### src/hw/dafs_pkg.sv
// Package with register map, field layouts and timing constants.
package dafs_pkg;

	// =========================================================
	// Register byte offsets
	localparam logic [7:0] OFS_JOG_FREQ      = 8'h00;
	localparam logic [7:0] OFS_JOG_ACCEL     = 8'h04;
	localparam logic [7:0] OFS_JOG_DECEL     = 8'h08;
	localparam logic [7:0] OFS_ACCEL_BASE    = 8'h0C;
	localparam logic [7:0] OFS_DECEL_BASE    = 8'h1C;
	localparam logic [7:0] OFS_JUMP_ONE      = 8'h2C;
	localparam logic [7:0] OFS_JUMP_TWO      = 8'h30;
	localparam logic [7:0] OFS_JUMP_AMP      = 8'h34;
	localparam logic [7:0] OFS_JUMP_RAMP     = 8'h38;
	localparam logic [7:0] OFS_ACCEL_SW      = 8'h3C;
	localparam logic [7:0] OFS_DECEL_SW      = 8'h40;
	localparam logic [7:0] OFS_REV_INHIBIT   = 8'h44;
	localparam logic [7:0] OFS_DEAD_ZONE     = 8'h48;
	localparam logic [7:0] OFS_BELOW_ACTION  = 8'h4C;
	localparam logic [7:0] OFS_DROOP         = 8'h50;
	localparam logic [7:0] OFS_JOG_PRIO      = 8'h54;
	localparam logic [7:0] OFS_PON_THRESH    = 8'h58;
	localparam logic [7:0] OFS_RUN_THRESH    = 8'h5C;
	localparam logic [7:0] OFS_RUN_ACTION    = 8'h60;
	localparam logic [7:0] OFS_START_MODE    = 8'h64;
	localparam logic [7:0] OFS_STOP_MODE     = 8'h68;
	localparam logic [7:0] OFS_LOW_LIMIT     = 8'h6C;
	localparam logic [7:0] OFS_CONTROL       = 8'h70;
	localparam logic [7:0] OFS_STATUS        = 8'h74;
	localparam logic [7:0] OFS_IRQ_STATUS    = 8'h78;
	localparam logic [7:0] OFS_IRQ_MASK      = 8'h7C;
	localparam logic [7:0] OFS_PON_TOTAL     = 8'h80;
	localparam logic [7:0] OFS_RUN_TOTAL     = 8'h84;
	localparam logic [7:0] OFS_OUT_FREQ      = 8'h88;

	// =========================================================
	// Reset values, limits and encodings
	localparam logic [15:0] RST_JOG_FREQ = 16'h0258;
	localparam logic [15:0] RST_ZERO     = 16'h0000;
	localparam logic [15:0] DROOP_MAX    = 16'h03E8;
	localparam logic [15:0] TIME_MAX     = 16'hFDE8;
	localparam logic [15:0] DEAD_MAX     = 16'h7530;
	localparam logic [15:0] HOURS_MAX    = 16'hFDE8;
	localparam logic [1:0]  BELOW_RUN_LOW  = 2'h0;
	localparam logic [1:0]  BELOW_STOP     = 2'h1;
	localparam logic [1:0]  BELOW_ZERO     = 2'h2;
	localparam logic        START_DIRECT   = 1'b0;
	localparam logic        STOP_RAMP      = 1'b0;

	// Control register bits.
	localparam int CTL_RUN    = 0;
	localparam int CTL_REV    = 1;
	localparam int CTL_MOTOR2 = 2;
	localparam int CTL_DI_SEL = 3;

	// Interrupt and status bits.
	localparam int EV_PON  = 0;
	localparam int EV_RUNT = 1;
	localparam int EV_REVR = 2;
	localparam int NUM_EV  = 3;

	// =========================================================
	// Timing: one tenth of a second tick and one hour in ticks
	localparam int  CLK_HZ        = 40000000;
	localparam int  TENTH_S       = 10;
	localparam int  TICK_CYCLES   = CLK_HZ / TENTH_S;
	localparam int  TENTHS_PER_H  = 36000;

	// =========================================================
	// Types
	typedef enum logic [3:0] {
		ST_IDLE  = 4'b0001,
		ST_RUN   = 4'b0010,
		ST_DEAD  = 4'b0100,
		ST_STOP  = 4'b1000
	} dafs_state_t;

	typedef struct packed {
		logic        psel;
		logic        penable;
		logic        pwrite;
		logic [7:0]  paddr;
		logic [31:0] pwdata;
	} dafs_apb_req_t;

	typedef struct packed {
		logic [15:0] jog_frequency;
		logic [15:0] jog_accel_time;
		logic [15:0] jog_decel_time;
		logic [3:0][15:0] accel_time;
		logic [3:0][15:0] decel_time;
		logic [15:0] jump_frequency_one;
		logic [15:0] jump_frequency_two;
		logic [15:0] jump_amplitude;
		logic        jump_during_ramp;
		logic [15:0] accel_switch_point;
		logic [15:0] decel_switch_point;
		logic        reverse_inhibit;
		logic [15:0] direction_dead_zone;
		logic [1:0]  below_limit_action;
		logic [15:0] droop_amount;
		logic        terminal_jog_priority;
		logic [15:0] power_on_hours_threshold;
		logic [15:0] run_hours_threshold;
		logic        run_time_reached_action;
		logic        start_mode_select;
		logic        stop_mode_select;
		logic [15:0] low_limit;
		logic [3:0]  control;
	} dafs_cfg_t;

endpackage

### src/hw/dafs_core.sv
// Auxiliary frequency shaping block with APB register file.
//
// Our own choices: register access over APB and the address map.
`timescale 1ns/100ps
module dafs_core
	import dafs_pkg::*;
#(
	parameter int TICK_CYC = TICK_CYCLES,
	parameter int HOUR_TENTHS = TENTHS_PER_H
)(
	// Clock and reset
	input  wire logic        MCLK,
	input  wire logic        SYS_RST,
	// APB slave
	input  wire logic        PSEL,
	input  wire logic        PENABLE,
	input  wire logic        PWRITE,
	input  wire logic [7:0]  PADDR,
	input  wire logic [31:0] PWDATA,
	output logic      [31:0] PRDATA,
	output logic             PREADY,
	output logic             PSLVERR,
	// Drive inputs
	input  wire logic [15:0] TARGET_FREQ,
	input  wire logic [15:0] LOAD_LEVEL,
	input  wire logic [1:0]  RAMP_SEL_TERM,
	input  wire logic        JOG_TERM,
	// Drive outputs
	output logic      [15:0] OUT_FREQ,
	output logic             OUT_REVERSE,
	output logic             OUT_ENABLE,
	output logic      [15:0] RAMP_TIME,
	output logic             START_MODE,
	output logic             STOP_MODE,
	output logic             PON_REACHED,
	output logic             RUN_REACHED,
	output logic             IRQ
);

	// =========================================================
	// State
	typedef struct packed {
		dafs_cfg_t   cfg;
		dafs_state_t st;
		logic [1:0]  rs_m;
		logic [1:0]  rs;
		logic        jog_m;
		logic        jog;
		logic [31:0] tick_cnt;
		logic [15:0] pon_tenths;
		logic [15:0] run_tenths;
		logic [15:0] pon_total;
		logic [15:0] run_total;
		logic [15:0] dead_cnt;
		logic [15:0] freq;
		logic        rev;
		logic        jogging;
		logic        run_stop;
		logic [NUM_EV-1:0] irq_status;
		logic [NUM_EV-1:0] irq_mask;
		logic [31:0] prdata;
		logic        pready;
		logic        pslverr;
		logic [15:0] ramp_time;
		logic        pon_hit;
		logic        run_hit;
		logic        irq;
		logic        out_en;
		logic        start_md;
		logic        stop_md;
	} dafs_core_state_t;

	dafs_core_state_t s;
	dafs_core_state_t next_s;

	logic [15:0] band_lo [2];
	logic [15:0] band_hi [2];
	logic [1:0]  band_on;

	// =========================================================
	// Jump band edges
	genvar g;
	generate
		for (g = 0; g < 2; g++)
		begin : g_band
			logic [15:0] jf;
			assign jf = (g == 0) ? s.cfg.jump_frequency_one
			                     : s.cfg.jump_frequency_two;
			assign band_lo[g] = (jf > s.cfg.jump_amplitude)
				? 16'(jf - s.cfg.jump_amplitude) : 16'h0000;
			assign band_hi[g] = 16'(jf + s.cfg.jump_amplitude);
			assign band_on[g] = (jf != 16'h0000);
		end
	endgenerate

	// =========================================================
	// Next-state logic
	always_comb
	begin
		logic [15:0] req;
		logic [15:0] drop;
		logic        want_rev;
		logic        tick;
		logic        ev_pon;
		logic        ev_runt;
		logic        ev_revr;
		logic [31:0] rd;
		logic        hit;
		logic        wr;
		logic [7:0]  ai;
		logic [7:0]  di;
		logic        low_stop;
		req      = 16'h0000;
		drop     = 16'h0000;
		want_rev = 1'b0;
		ev_pon   = 1'b0;
		ev_runt  = 1'b0;
		ev_revr  = 1'b0;
		rd       = 32'h0000_0000;
		hit      = 1'b1;
		ai       = 8'h00;
		di       = 8'h00;
		tick     = 1'b0;
		wr       = 1'b0;
		low_stop = 1'b0;
		next_s   = s;

		next_s.rs_m  = RAMP_SEL_TERM;
		next_s.rs    = s.rs_m;
		next_s.jog_m = JOG_TERM;
		next_s.jog   = s.jog_m;

		// Tenth-second tick and hour counters.
		tick = (s.tick_cnt == 32'(TICK_CYC - 1));
		next_s.tick_cnt = tick ? 32'h0000_0000 : s.tick_cnt + 32'h1;
		if (tick)
		begin
			if (s.pon_tenths == 16'(HOUR_TENTHS - 1))
			begin
				next_s.pon_tenths = 16'h0000;
				if (s.pon_total != HOURS_MAX)
					next_s.pon_total = s.pon_total + 16'h1;
			end
			else
				next_s.pon_tenths = s.pon_tenths + 16'h1;
			if (s.st == ST_RUN || s.st == ST_DEAD)
			begin
				if (s.run_tenths == 16'(HOUR_TENTHS - 1))
				begin
					next_s.run_tenths = 16'h0000;
					if (s.run_total != HOURS_MAX)
						next_s.run_total = s.run_total + 16'h1;
				end
				else
					next_s.run_tenths = s.run_tenths + 16'h1;
			end
		end

		// Threshold outputs.
		next_s.pon_hit = (s.pon_total >= s.cfg.power_on_hours_threshold);
		next_s.run_hit = (s.run_total >= s.cfg.run_hours_threshold);
		ev_pon  = next_s.pon_hit && !s.pon_hit;
		ev_runt = next_s.run_hit && !s.run_hit;

		// Jog entry and exit.
		if (s.jog && (s.st == ST_IDLE
		    || (s.cfg.terminal_jog_priority && s.st == ST_RUN)))
			next_s.jogging = 1'b1;
		else if (!s.jog)
			next_s.jogging = 1'b0;

		// Requested frequency.
		want_rev = s.cfg.control[CTL_REV] && !s.jogging;
		if (want_rev && s.cfg.reverse_inhibit)
		begin
			want_rev = 1'b0;
			ev_revr  = 1'b1;
		end
		if (s.jogging)
			req = s.cfg.jog_frequency;
		else if (s.run_stop)
			req = 16'h0000;
		else if (!s.cfg.control[CTL_RUN])
			req = 16'h0000;
		else if (TARGET_FREQ < s.cfg.low_limit)
		begin
			case (s.cfg.below_limit_action)
				BELOW_RUN_LOW: req = s.cfg.low_limit;
				BELOW_STOP:    req = 16'h0000;
				BELOW_ZERO:    req = 16'h0000;
				default:       req = s.cfg.low_limit;
			endcase
		end
		else
			req = TARGET_FREQ;

		low_stop = (s.cfg.below_limit_action == BELOW_STOP)
			&& (TARGET_FREQ < s.cfg.low_limit) && !s.jogging;

		// Droop reduces target with load.
		drop = (s.cfg.droop_amount > DROOP_MAX) ? DROOP_MAX
		                                         : s.cfg.droop_amount;
		drop = 16'((32'(drop) * 32'(LOAD_LEVEL)) >> 16);
		req  = (req > drop) ? 16'(req - drop) : 16'h0000;

		// Clamp requested frequency out of jump bands.
		for (int i = 0; i < 2; i++)
		begin
			if (band_on[i] && req > band_lo[i] && req < band_hi[i])
				req = (16'(req - band_lo[i]) < 16'(band_hi[i] - req))
					? band_lo[i] : band_hi[i];
		end

		// Ramp time selection.
		if (s.jogging)
			next_s.ramp_time = (req >= s.freq) ? s.cfg.jog_accel_time
			                                   : s.cfg.jog_decel_time;
		else if (s.cfg.control[CTL_DI_SEL] || s.cfg.control[CTL_MOTOR2])
			next_s.ramp_time = (req >= s.freq) ? s.cfg.accel_time[s.rs]
			                                   : s.cfg.decel_time[s.rs];
		else if (req >= s.freq)
			next_s.ramp_time = (s.freq < s.cfg.accel_switch_point)
				? s.cfg.accel_time[0] : s.cfg.accel_time[1];
		else
			next_s.ramp_time = (s.freq > s.cfg.decel_switch_point)
				? s.cfg.decel_time[0] : s.cfg.decel_time[1];

		// Run state machine; frequency steps once per tick.
		case (s.st)
			ST_IDLE:
			begin
				next_s.freq = 16'h0000;
				if ((s.cfg.control[CTL_RUN] || s.jogging) && !s.run_stop
				    && !low_stop)
				begin
					next_s.st  = ST_RUN;
					next_s.rev = want_rev;
				end
			end
			ST_RUN:
			begin
				if (want_rev != s.rev && s.freq != 16'h0000)
					req = 16'h0000;
				if (want_rev != s.rev && s.freq == 16'h0000)
				begin
					next_s.st       = ST_DEAD;
					next_s.dead_cnt = s.cfg.direction_dead_zone;
				end
				else if (tick)
				begin
					if (s.freq < req)
						next_s.freq = s.freq + 16'h1;
					else if (s.freq > req)
						next_s.freq = s.freq - 16'h1;
					if (s.cfg.jump_during_ramp)
						for (int i = 0; i < 2; i++)
							if (band_on[i] && next_s.freq > band_lo[i]
							    && next_s.freq < band_hi[i])
								next_s.freq = (s.freq < req)
									? band_hi[i] : band_lo[i];
				end
				if (!s.cfg.control[CTL_RUN] && !s.jogging)
				begin
					if (s.jog || s.cfg.stop_mode_select != STOP_RAMP)
						next_s.st = (s.jogging) ? ST_RUN : ST_STOP;
					else
						next_s.st = ST_STOP;
				end
				if (s.run_stop || low_stop)
					next_s.st = ST_STOP;
				// A free stop cuts the output in the same step.
				if (next_s.st == ST_STOP && !s.jogging
				    && s.cfg.stop_mode_select != STOP_RAMP)
					next_s.freq = 16'h0000;
			end
			ST_DEAD:
			begin
				next_s.freq = 16'h0000;
				if (s.dead_cnt == 16'h0000)
				begin
					next_s.st  = ST_RUN;
					next_s.rev = want_rev;
				end
				else if (tick)
					next_s.dead_cnt = s.dead_cnt - 16'h1;
			end
			ST_STOP:
			begin
				// Jog always ramps down; otherwise free stop cuts output.
				if (s.jogging || s.cfg.stop_mode_select == STOP_RAMP)
				begin
					if (tick && s.freq != 16'h0000)
						next_s.freq = s.freq - 16'h1;
				end
				else
					next_s.freq = 16'h0000;
				if (next_s.freq == 16'h0000)
					next_s.st = ST_IDLE;
			end
			default: next_s.st = ST_IDLE;
		endcase

		// APB register access, zero wait states.
		wr = PSEL && PENABLE && PWRITE;
		next_s.pready  = PSEL && !PENABLE;
		next_s.pslverr = 1'b0;
		ai = PADDR - OFS_ACCEL_BASE;
		di = PADDR - OFS_DECEL_BASE;
		case (PADDR)
			OFS_JOG_FREQ:     rd = 32'(s.cfg.jog_frequency);
			OFS_JOG_ACCEL:    rd = 32'(s.cfg.jog_accel_time);
			OFS_JOG_DECEL:    rd = 32'(s.cfg.jog_decel_time);
			OFS_JUMP_ONE:     rd = 32'(s.cfg.jump_frequency_one);
			OFS_JUMP_TWO:     rd = 32'(s.cfg.jump_frequency_two);
			OFS_JUMP_AMP:     rd = 32'(s.cfg.jump_amplitude);
			OFS_JUMP_RAMP:    rd = 32'(s.cfg.jump_during_ramp);
			OFS_ACCEL_SW:     rd = 32'(s.cfg.accel_switch_point);
			OFS_DECEL_SW:     rd = 32'(s.cfg.decel_switch_point);
			OFS_REV_INHIBIT:  rd = 32'(s.cfg.reverse_inhibit);
			OFS_DEAD_ZONE:    rd = 32'(s.cfg.direction_dead_zone);
			OFS_BELOW_ACTION: rd = 32'(s.cfg.below_limit_action);
			OFS_DROOP:        rd = 32'(s.cfg.droop_amount);
			OFS_JOG_PRIO:     rd = 32'(s.cfg.terminal_jog_priority);
			OFS_PON_THRESH:   rd = 32'(s.cfg.power_on_hours_threshold);
			OFS_RUN_THRESH:   rd = 32'(s.cfg.run_hours_threshold);
			OFS_RUN_ACTION:   rd = 32'(s.cfg.run_time_reached_action);
			OFS_START_MODE:   rd = 32'(s.cfg.start_mode_select);
			OFS_STOP_MODE:    rd = 32'(s.cfg.stop_mode_select);
			OFS_LOW_LIMIT:    rd = 32'(s.cfg.low_limit);
			OFS_CONTROL:      rd = 32'(s.cfg.control);
			OFS_STATUS:       rd = {24'h000000, s.st, s.run_stop,
			                        s.jogging, s.rev, s.run_hit};
			OFS_IRQ_STATUS:   rd = 32'(s.irq_status);
			OFS_IRQ_MASK:     rd = 32'(s.irq_mask);
			OFS_PON_TOTAL:    rd = 32'(s.pon_total);
			OFS_RUN_TOTAL:    rd = 32'(s.run_total);
			OFS_OUT_FREQ:     rd = 32'(s.freq);
			default:
			begin
				if (PADDR >= OFS_ACCEL_BASE && PADDR < OFS_DECEL_BASE)
					rd = 32'(s.cfg.accel_time[ai[3:2]]);
				else if (PADDR >= OFS_DECEL_BASE && PADDR < OFS_JUMP_ONE)
					rd = 32'(s.cfg.decel_time[di[3:2]]);
				else
					hit = 1'b0;
			end
		endcase
		if (PSEL && !PENABLE)
		begin
			next_s.prdata  = rd;
			next_s.pslverr = !hit;
		end

		if (wr && hit)
		begin
			case (PADDR)
				OFS_JOG_FREQ:     next_s.cfg.jog_frequency = PWDATA[15:0];
				OFS_JOG_ACCEL:    next_s.cfg.jog_accel_time =
				                  (PWDATA[15:0] > TIME_MAX) ? TIME_MAX : PWDATA[15:0];
				OFS_JOG_DECEL:    next_s.cfg.jog_decel_time =
				                  (PWDATA[15:0] > TIME_MAX) ? TIME_MAX : PWDATA[15:0];
				OFS_JUMP_ONE:     next_s.cfg.jump_frequency_one = PWDATA[15:0];
				OFS_JUMP_TWO:     next_s.cfg.jump_frequency_two = PWDATA[15:0];
				OFS_JUMP_AMP:     next_s.cfg.jump_amplitude = PWDATA[15:0];
				OFS_JUMP_RAMP:    next_s.cfg.jump_during_ramp = PWDATA[0];
				OFS_ACCEL_SW:     next_s.cfg.accel_switch_point = PWDATA[15:0];
				OFS_DECEL_SW:     next_s.cfg.decel_switch_point = PWDATA[15:0];
				OFS_REV_INHIBIT:  next_s.cfg.reverse_inhibit = PWDATA[0];
				OFS_DEAD_ZONE:    next_s.cfg.direction_dead_zone =
				                  (PWDATA[15:0] > DEAD_MAX) ? DEAD_MAX : PWDATA[15:0];
				OFS_BELOW_ACTION: next_s.cfg.below_limit_action = PWDATA[1:0];
				OFS_DROOP:        next_s.cfg.droop_amount = PWDATA[15:0];
				OFS_JOG_PRIO:     next_s.cfg.terminal_jog_priority = PWDATA[0];
				OFS_PON_THRESH:   next_s.cfg.power_on_hours_threshold =
				                  (PWDATA[15:0] > HOURS_MAX) ? HOURS_MAX : PWDATA[15:0];
				OFS_RUN_THRESH:   next_s.cfg.run_hours_threshold =
				                  (PWDATA[15:0] > HOURS_MAX) ? HOURS_MAX : PWDATA[15:0];
				OFS_RUN_ACTION:   next_s.cfg.run_time_reached_action = PWDATA[0];
				OFS_START_MODE:   next_s.cfg.start_mode_select = PWDATA[0];
				OFS_STOP_MODE:    next_s.cfg.stop_mode_select = PWDATA[0];
				OFS_LOW_LIMIT:    next_s.cfg.low_limit = PWDATA[15:0];
				OFS_CONTROL:
				begin
					next_s.cfg.control = PWDATA[3:0];
					if (!PWDATA[CTL_RUN])
						next_s.run_stop = 1'b0;
				end
				OFS_IRQ_STATUS:   next_s.irq_status = s.irq_status & ~PWDATA[NUM_EV-1:0];
				OFS_IRQ_MASK:     next_s.irq_mask = PWDATA[NUM_EV-1:0];
				default:
				begin
					if (PADDR >= OFS_ACCEL_BASE && PADDR < OFS_DECEL_BASE)
						next_s.cfg.accel_time[ai[3:2]] =
							(PWDATA[15:0] > TIME_MAX) ? TIME_MAX : PWDATA[15:0];
					else if (PADDR >= OFS_DECEL_BASE && PADDR < OFS_JUMP_ONE)
						next_s.cfg.decel_time[di[3:2]] =
							(PWDATA[15:0] > TIME_MAX) ? TIME_MAX : PWDATA[15:0];
				end
			endcase
		end

		// Run-time stop is set after a control clear so set wins.
		if (ev_runt && s.cfg.run_time_reached_action)
			next_s.run_stop = 1'b1;

		// Events set after any clear so set wins.
		next_s.irq_status = next_s.irq_status | {ev_revr, ev_runt, ev_pon};
		next_s.irq = |(next_s.irq_status & next_s.irq_mask);
		next_s.out_en   = (next_s.st != ST_IDLE);
		next_s.start_md = next_s.jogging
			? START_DIRECT : next_s.cfg.start_mode_select;
		next_s.stop_md  = next_s.jogging
			? STOP_RAMP : next_s.cfg.stop_mode_select;
	end

	// =========================================================
	// Registers
	always_ff @(posedge MCLK)
	begin
		if (SYS_RST)
		begin
			s <= '0;
			s.st <= ST_IDLE;
			s.cfg.jog_frequency <= RST_JOG_FREQ;
			s.pon_hit <= 1'b1;
			s.run_hit <= 1'b1;
		end
		else
			s <= next_s;
	end

	assign PRDATA      = s.prdata;
	assign PREADY      = s.pready;
	assign PSLVERR     = s.pslverr;
	assign OUT_FREQ    = s.freq;
	assign OUT_REVERSE = s.rev;
	assign OUT_ENABLE  = s.out_en;
	assign RAMP_TIME   = s.ramp_time;
	assign START_MODE  = s.start_md;
	assign STOP_MODE   = s.stop_md;
	assign PON_REACHED = s.pon_hit;
	assign RUN_REACHED = s.run_hit;
	assign IRQ         = s.irq;

endmodule // dafs_core

### config.mk
export PLATFORM = sky130hd
export DESIGN_NAME = dafs_core
export DESIGN_NICKNAME = d
export VERILOG_FILES = /design/src/hw/dafs_pkg.sv /design/src/hw/dafs_core.sv
export SDC_FILE = /design/constraint.sdc
export NUM_CORES = 2
export LEC_CHECK = 0
export BUFFER_PORTS_ARGS = -buffer_cell sky130_fd_sc_hd__buf_4
export CAP_MARGIN = 20
export CORE_ASPECT_RATIO = 1.25
export CORE_MARGIN = 2
export CORE_UTILIZATION = 58
export DETAILED_ROUTE_END_ITERATION = 7
export HOLD_SLACK_MARGIN = 0.02
export PLACE_DENSITY = 0.78
export SLEW_MARGIN = 20
export SYNTH_ARGS = -nofsm -noshare
export SYNTH_HDL_FRONTEND = slang
export SYNTH_SLANG_ARGS = --single-unit
export TNS_END_PERCENT = 1
### constraint.sdc
create_clock -name MCLK -period 31.8 [get_ports MCLK]
set_clock_uncertainty 0.05 [all_clocks]
set_input_delay 6.36 -clock MCLK [delete_from_list [all_inputs] [get_ports MCLK]]
set_output_delay 6.36 -clock MCLK [all_outputs]
set_load 0.05 [all_outputs]
==> impl_metrics.ini <==
[status]
status = finished, final reports clean

[layout]
areaGrowthSynthToFinish_pct = 10.9
finalNonFillerCells = 7220
multi_input_area_mm2 = 0.0338
fin_nets = 6842
drive_gt1_frac = 0.120
post-route-util = 0.648
fin_area_mm2 = 0.0525
register_area_mm2 = 0.0107
n_fill_cell = 7103

[cts]
cts_buffers = 48
clk_pin_slew_worst_paths_ps = 70
htreeDepth = 2
cts_tree = done
cts-hold-fix-buffers = 0
numClockSinks = 535
clk_path_buf_depth = 3
cts-root-buf = clkbuf_16
clock_latency_ps = 610

[placed_design]
place_area_mm2 = 0.0505
gp_congestion = 1.05
portBuffers = 120
dp.cells = 7123
hpwl_um = 129000

[synth]
ys_seq_elements = 535
syn-instance-count = 5938
synth_ff_type = dfxtp_1
synth_area_mm2 = 0.0474
yosysTopAreaCellShare = 0.226
synth_edf_count = 0
synth_commonest_cells = nand2_1 (890), dfxtp_1 (535), a21oi_1 (509)
async_flop_share = 0
yosysMostFrequentCell = nand2_1
synth_cell_type_count = 107
synth_warnings = 0
synth_top_area_cell = dfxtp_1
syn_area_per_cell_um2 = 7.98
yosysSeqAreaShare = 0.226
synth_area_leaders = dfxtp_1 (23%), ha_1 (12%), fa_1 (8.5%)

[die]
rows = 117
ioPinCount = 153
die-area_mm2 = 0.0840
start_util = 0.584
die_x_um = 260
dieHeight_um = 323
core_mm2 = 0.0811

[power]
p_int_mw = 1.71
switching_share = 0.399
cellLeakagePower_nw = 22.0
finalPower_mw = 2.85
p_sw_mw = 1.14
combPwrFrac = 0.540
power.density_mw_per_mm2 = 54.3
pwr-share-clk = 0.222
max-vdd-ir-drop_mv = 0.0562
seqPwrFrac = 0.238

[critical_path]
cpMostUsedCell = buf_4
r2r_slack_ps = 4950
cpPeakStageDelay_ps = 570
cp.required_ps = 32260
cp_slowest_cell = fa_1
critPathMaxFanout = 11
critical_path.startpoint = LOAD_LEVEL[4]
endpoint_kind = flip-flop
r2r_end = OUT_FREQ[13]
critPathLaunchType = input pin
critical_path_class = in -> reg
cp.arrival_ps = 31090
critical_path.reg2reg.startpoint = s[259]
reg2reg_depth = 134

[min_path]
hold_start = next_s[195]
min_to = s[195]
hold_depth = 1
worstHoldPathType = reg -> reg

[timing]
tightest_slew_ps = 1130
period_share = 0.963
setup_viol = 0
slew_violations = 0
period_minus_slack_ps = 30630
final-hold-violation-count = 0
max_freq_ghz = 0.0326
whs_ps = 389
maxSlewHeadroom = 0.241

[routing]
drc_errors = 0
routed-via-count = 45500
dr.first_iter.drc_count = 4991
routed_via_density = 6.30
dr.pass1.iters = 6
avgRoutedWirePerCell_um = 23.7
ant_nets = 0
finalWirelength_um = 171000

[flow_run]
drv_cap = 0

[global_route]
grt_pass1_wl_um = 256000
antenna_found_initial = 8
grt_max_degree = 176
grt_pass1_vias = 43400
grt_overflow = 0
grt.total_usage = 0.398
==> registers in the layout, summed over array words and instances, names as in the netlist <==
register	flops
PSLVERR	1
OUT_FREQ	16
START_MODE	1
g_band.jf	32
OUT_REVERSE	1
STOP_MODE	1
PON_REACHED	1
PRDATA	16
next_s	3
IRQ	1
OUT_ENABLE	1
RUN_REACHED	1
RAMP_TIME	16
PREADY	1
s	443
==> area by class of cell <==
type | count | area share
antenna | 1 | 0.0000476
multi-input combinational | 4624 | 0.643
clock inverter | 16 | 0.00398
timing repair buffer | 414 | 0.0604
clock buffer | 71 | 0.0282
tap | 1071 | 0.0255
sequential | 535 | 0.204
inverter | 488 | 0.0349
==> power groups by stage <==
stage | registers (mW) | logic [mW] | clock network (mW)
4_1_cts | 0.679 | 1.48 | 0.633
3_3_place_gp | 0.694 | 1.45 | 0
5_1_grt | 0.679 | 1.68 | 0.657
6_report | 0.679 | 1.54 | 0.633
3_5_place_dp | 0.694 | 1.47 | 0
2_1_floorplan | 0.693 | 1.01 | 0
==> layer usage <==
metal / vias to the layer above / share of wire / GRT usage
li1: 20800 / - / -
met1: 21400 / 0.37 / 0.475
met2: 2494 / 0.44 / 0.635
met3: 787 / 0.093 / 0.0719
met4: 10 / 0.094 / 0.315
met5: - / 0.00031 / 0
==> critical path, delay by kind of cell <==
| family | cells | cell delay (ps) |
|---|---|---|
| buffers and inverters | 21 | 2720 |
| xor gates and xnor gates | 3 | 380 |
| AOI/OAI and AO/OA | 57 | 10090 |
| and+or+nand+nor | 27 | 4090 |
| muxes | 6 | 1340 |
| adders and majority gates | 16 | 6050 |
==> through the flow <==
step                TNS [ps]  setup WS [ps]
floorplan                  0            833
global placement           0           95.5
detailed placement      -193          -78.9
CTS                        0            352
global route            -620          -97.2
finish                     0           1170
==> repair_timing <==
action	CTS	global route
gates resized for setup	0	55
hold endpoints to repair	0	0
endpoints found under the setup margin	0	16
buffers inserted	0	7
==> placed cells by master, fill, tap and decap left out, types with 19 or more instances in the layout <==
| cell type | n |
|---|---|
| ha_1 | 446 |
| nand3b_1 | 19 |
| a21oi_1 | 501 |
| o22ai_1 | 26 |
| a31oi_1 | 30 |
| mux2i_1 | 92 |
| nand3_1 | 103 |
| mux4_2 | 64 |
| buf_4 | 407 |
| xor2_1 | 103 |
| and3_1 | 76 |
| nor2b_1 | 66 |
| nor3_1 | 92 |
| nand2b_1 | 52 |
| a22o_1 | 36 |
| a22oi_1 | 91 |
| o21a_1 | 41 |
| a221oi_1 | 37 |
| and2_1 | 70 |
| clkbuf_16 | 51 |
| conb_1 | 112 |
| fa_1 | 200 |
| a21o_1 | 117 |
| dfxtp_1 | 534 |
| inv_1 | 482 |
| mux2_2 | 25 |
| nor4_1 | 30 |
| nand2_1 | 890 |
| or2_2 | 21 |
| nor2_1 | 409 |
| nand4_1 | 89 |
| o21ai_0 | 170 |
| or3_1 | 31 |
| o21bai_1 | 31 |
| xnor2_1 | 135 |
| a211oi_1 | 104 |
==> logic make-up (layout without fill, tap and decap cells) <==
logic type	after synthesis	in the layout	synth area share
simple gates	2041	2041	0.198
compound gates	1381	1381	0.189
buf+inv	889	989	0.0772
fa+ha+maj	654	654	0.205
flops	535	535	0.226
xor+xnor	239	239	0.0444
mux	197	197	0.0602
other cells	2	113	0.000159
==> worst max path at each step <==
stage	end	slack, ps	depth (start not counted)
after floorplan	OUT_FREQ[8]	830	125
after global routing	OUT_FREQ[13]	-100	131
final	OUT_FREQ[13]	1170	130
after detailed placement	OUT_FREQ[6]	-80	132
after CTS	OUT_FREQ[6]	350	128
after global placement	OUT_FREQ[8]	100	128
(Power assumes the default switching activity.)
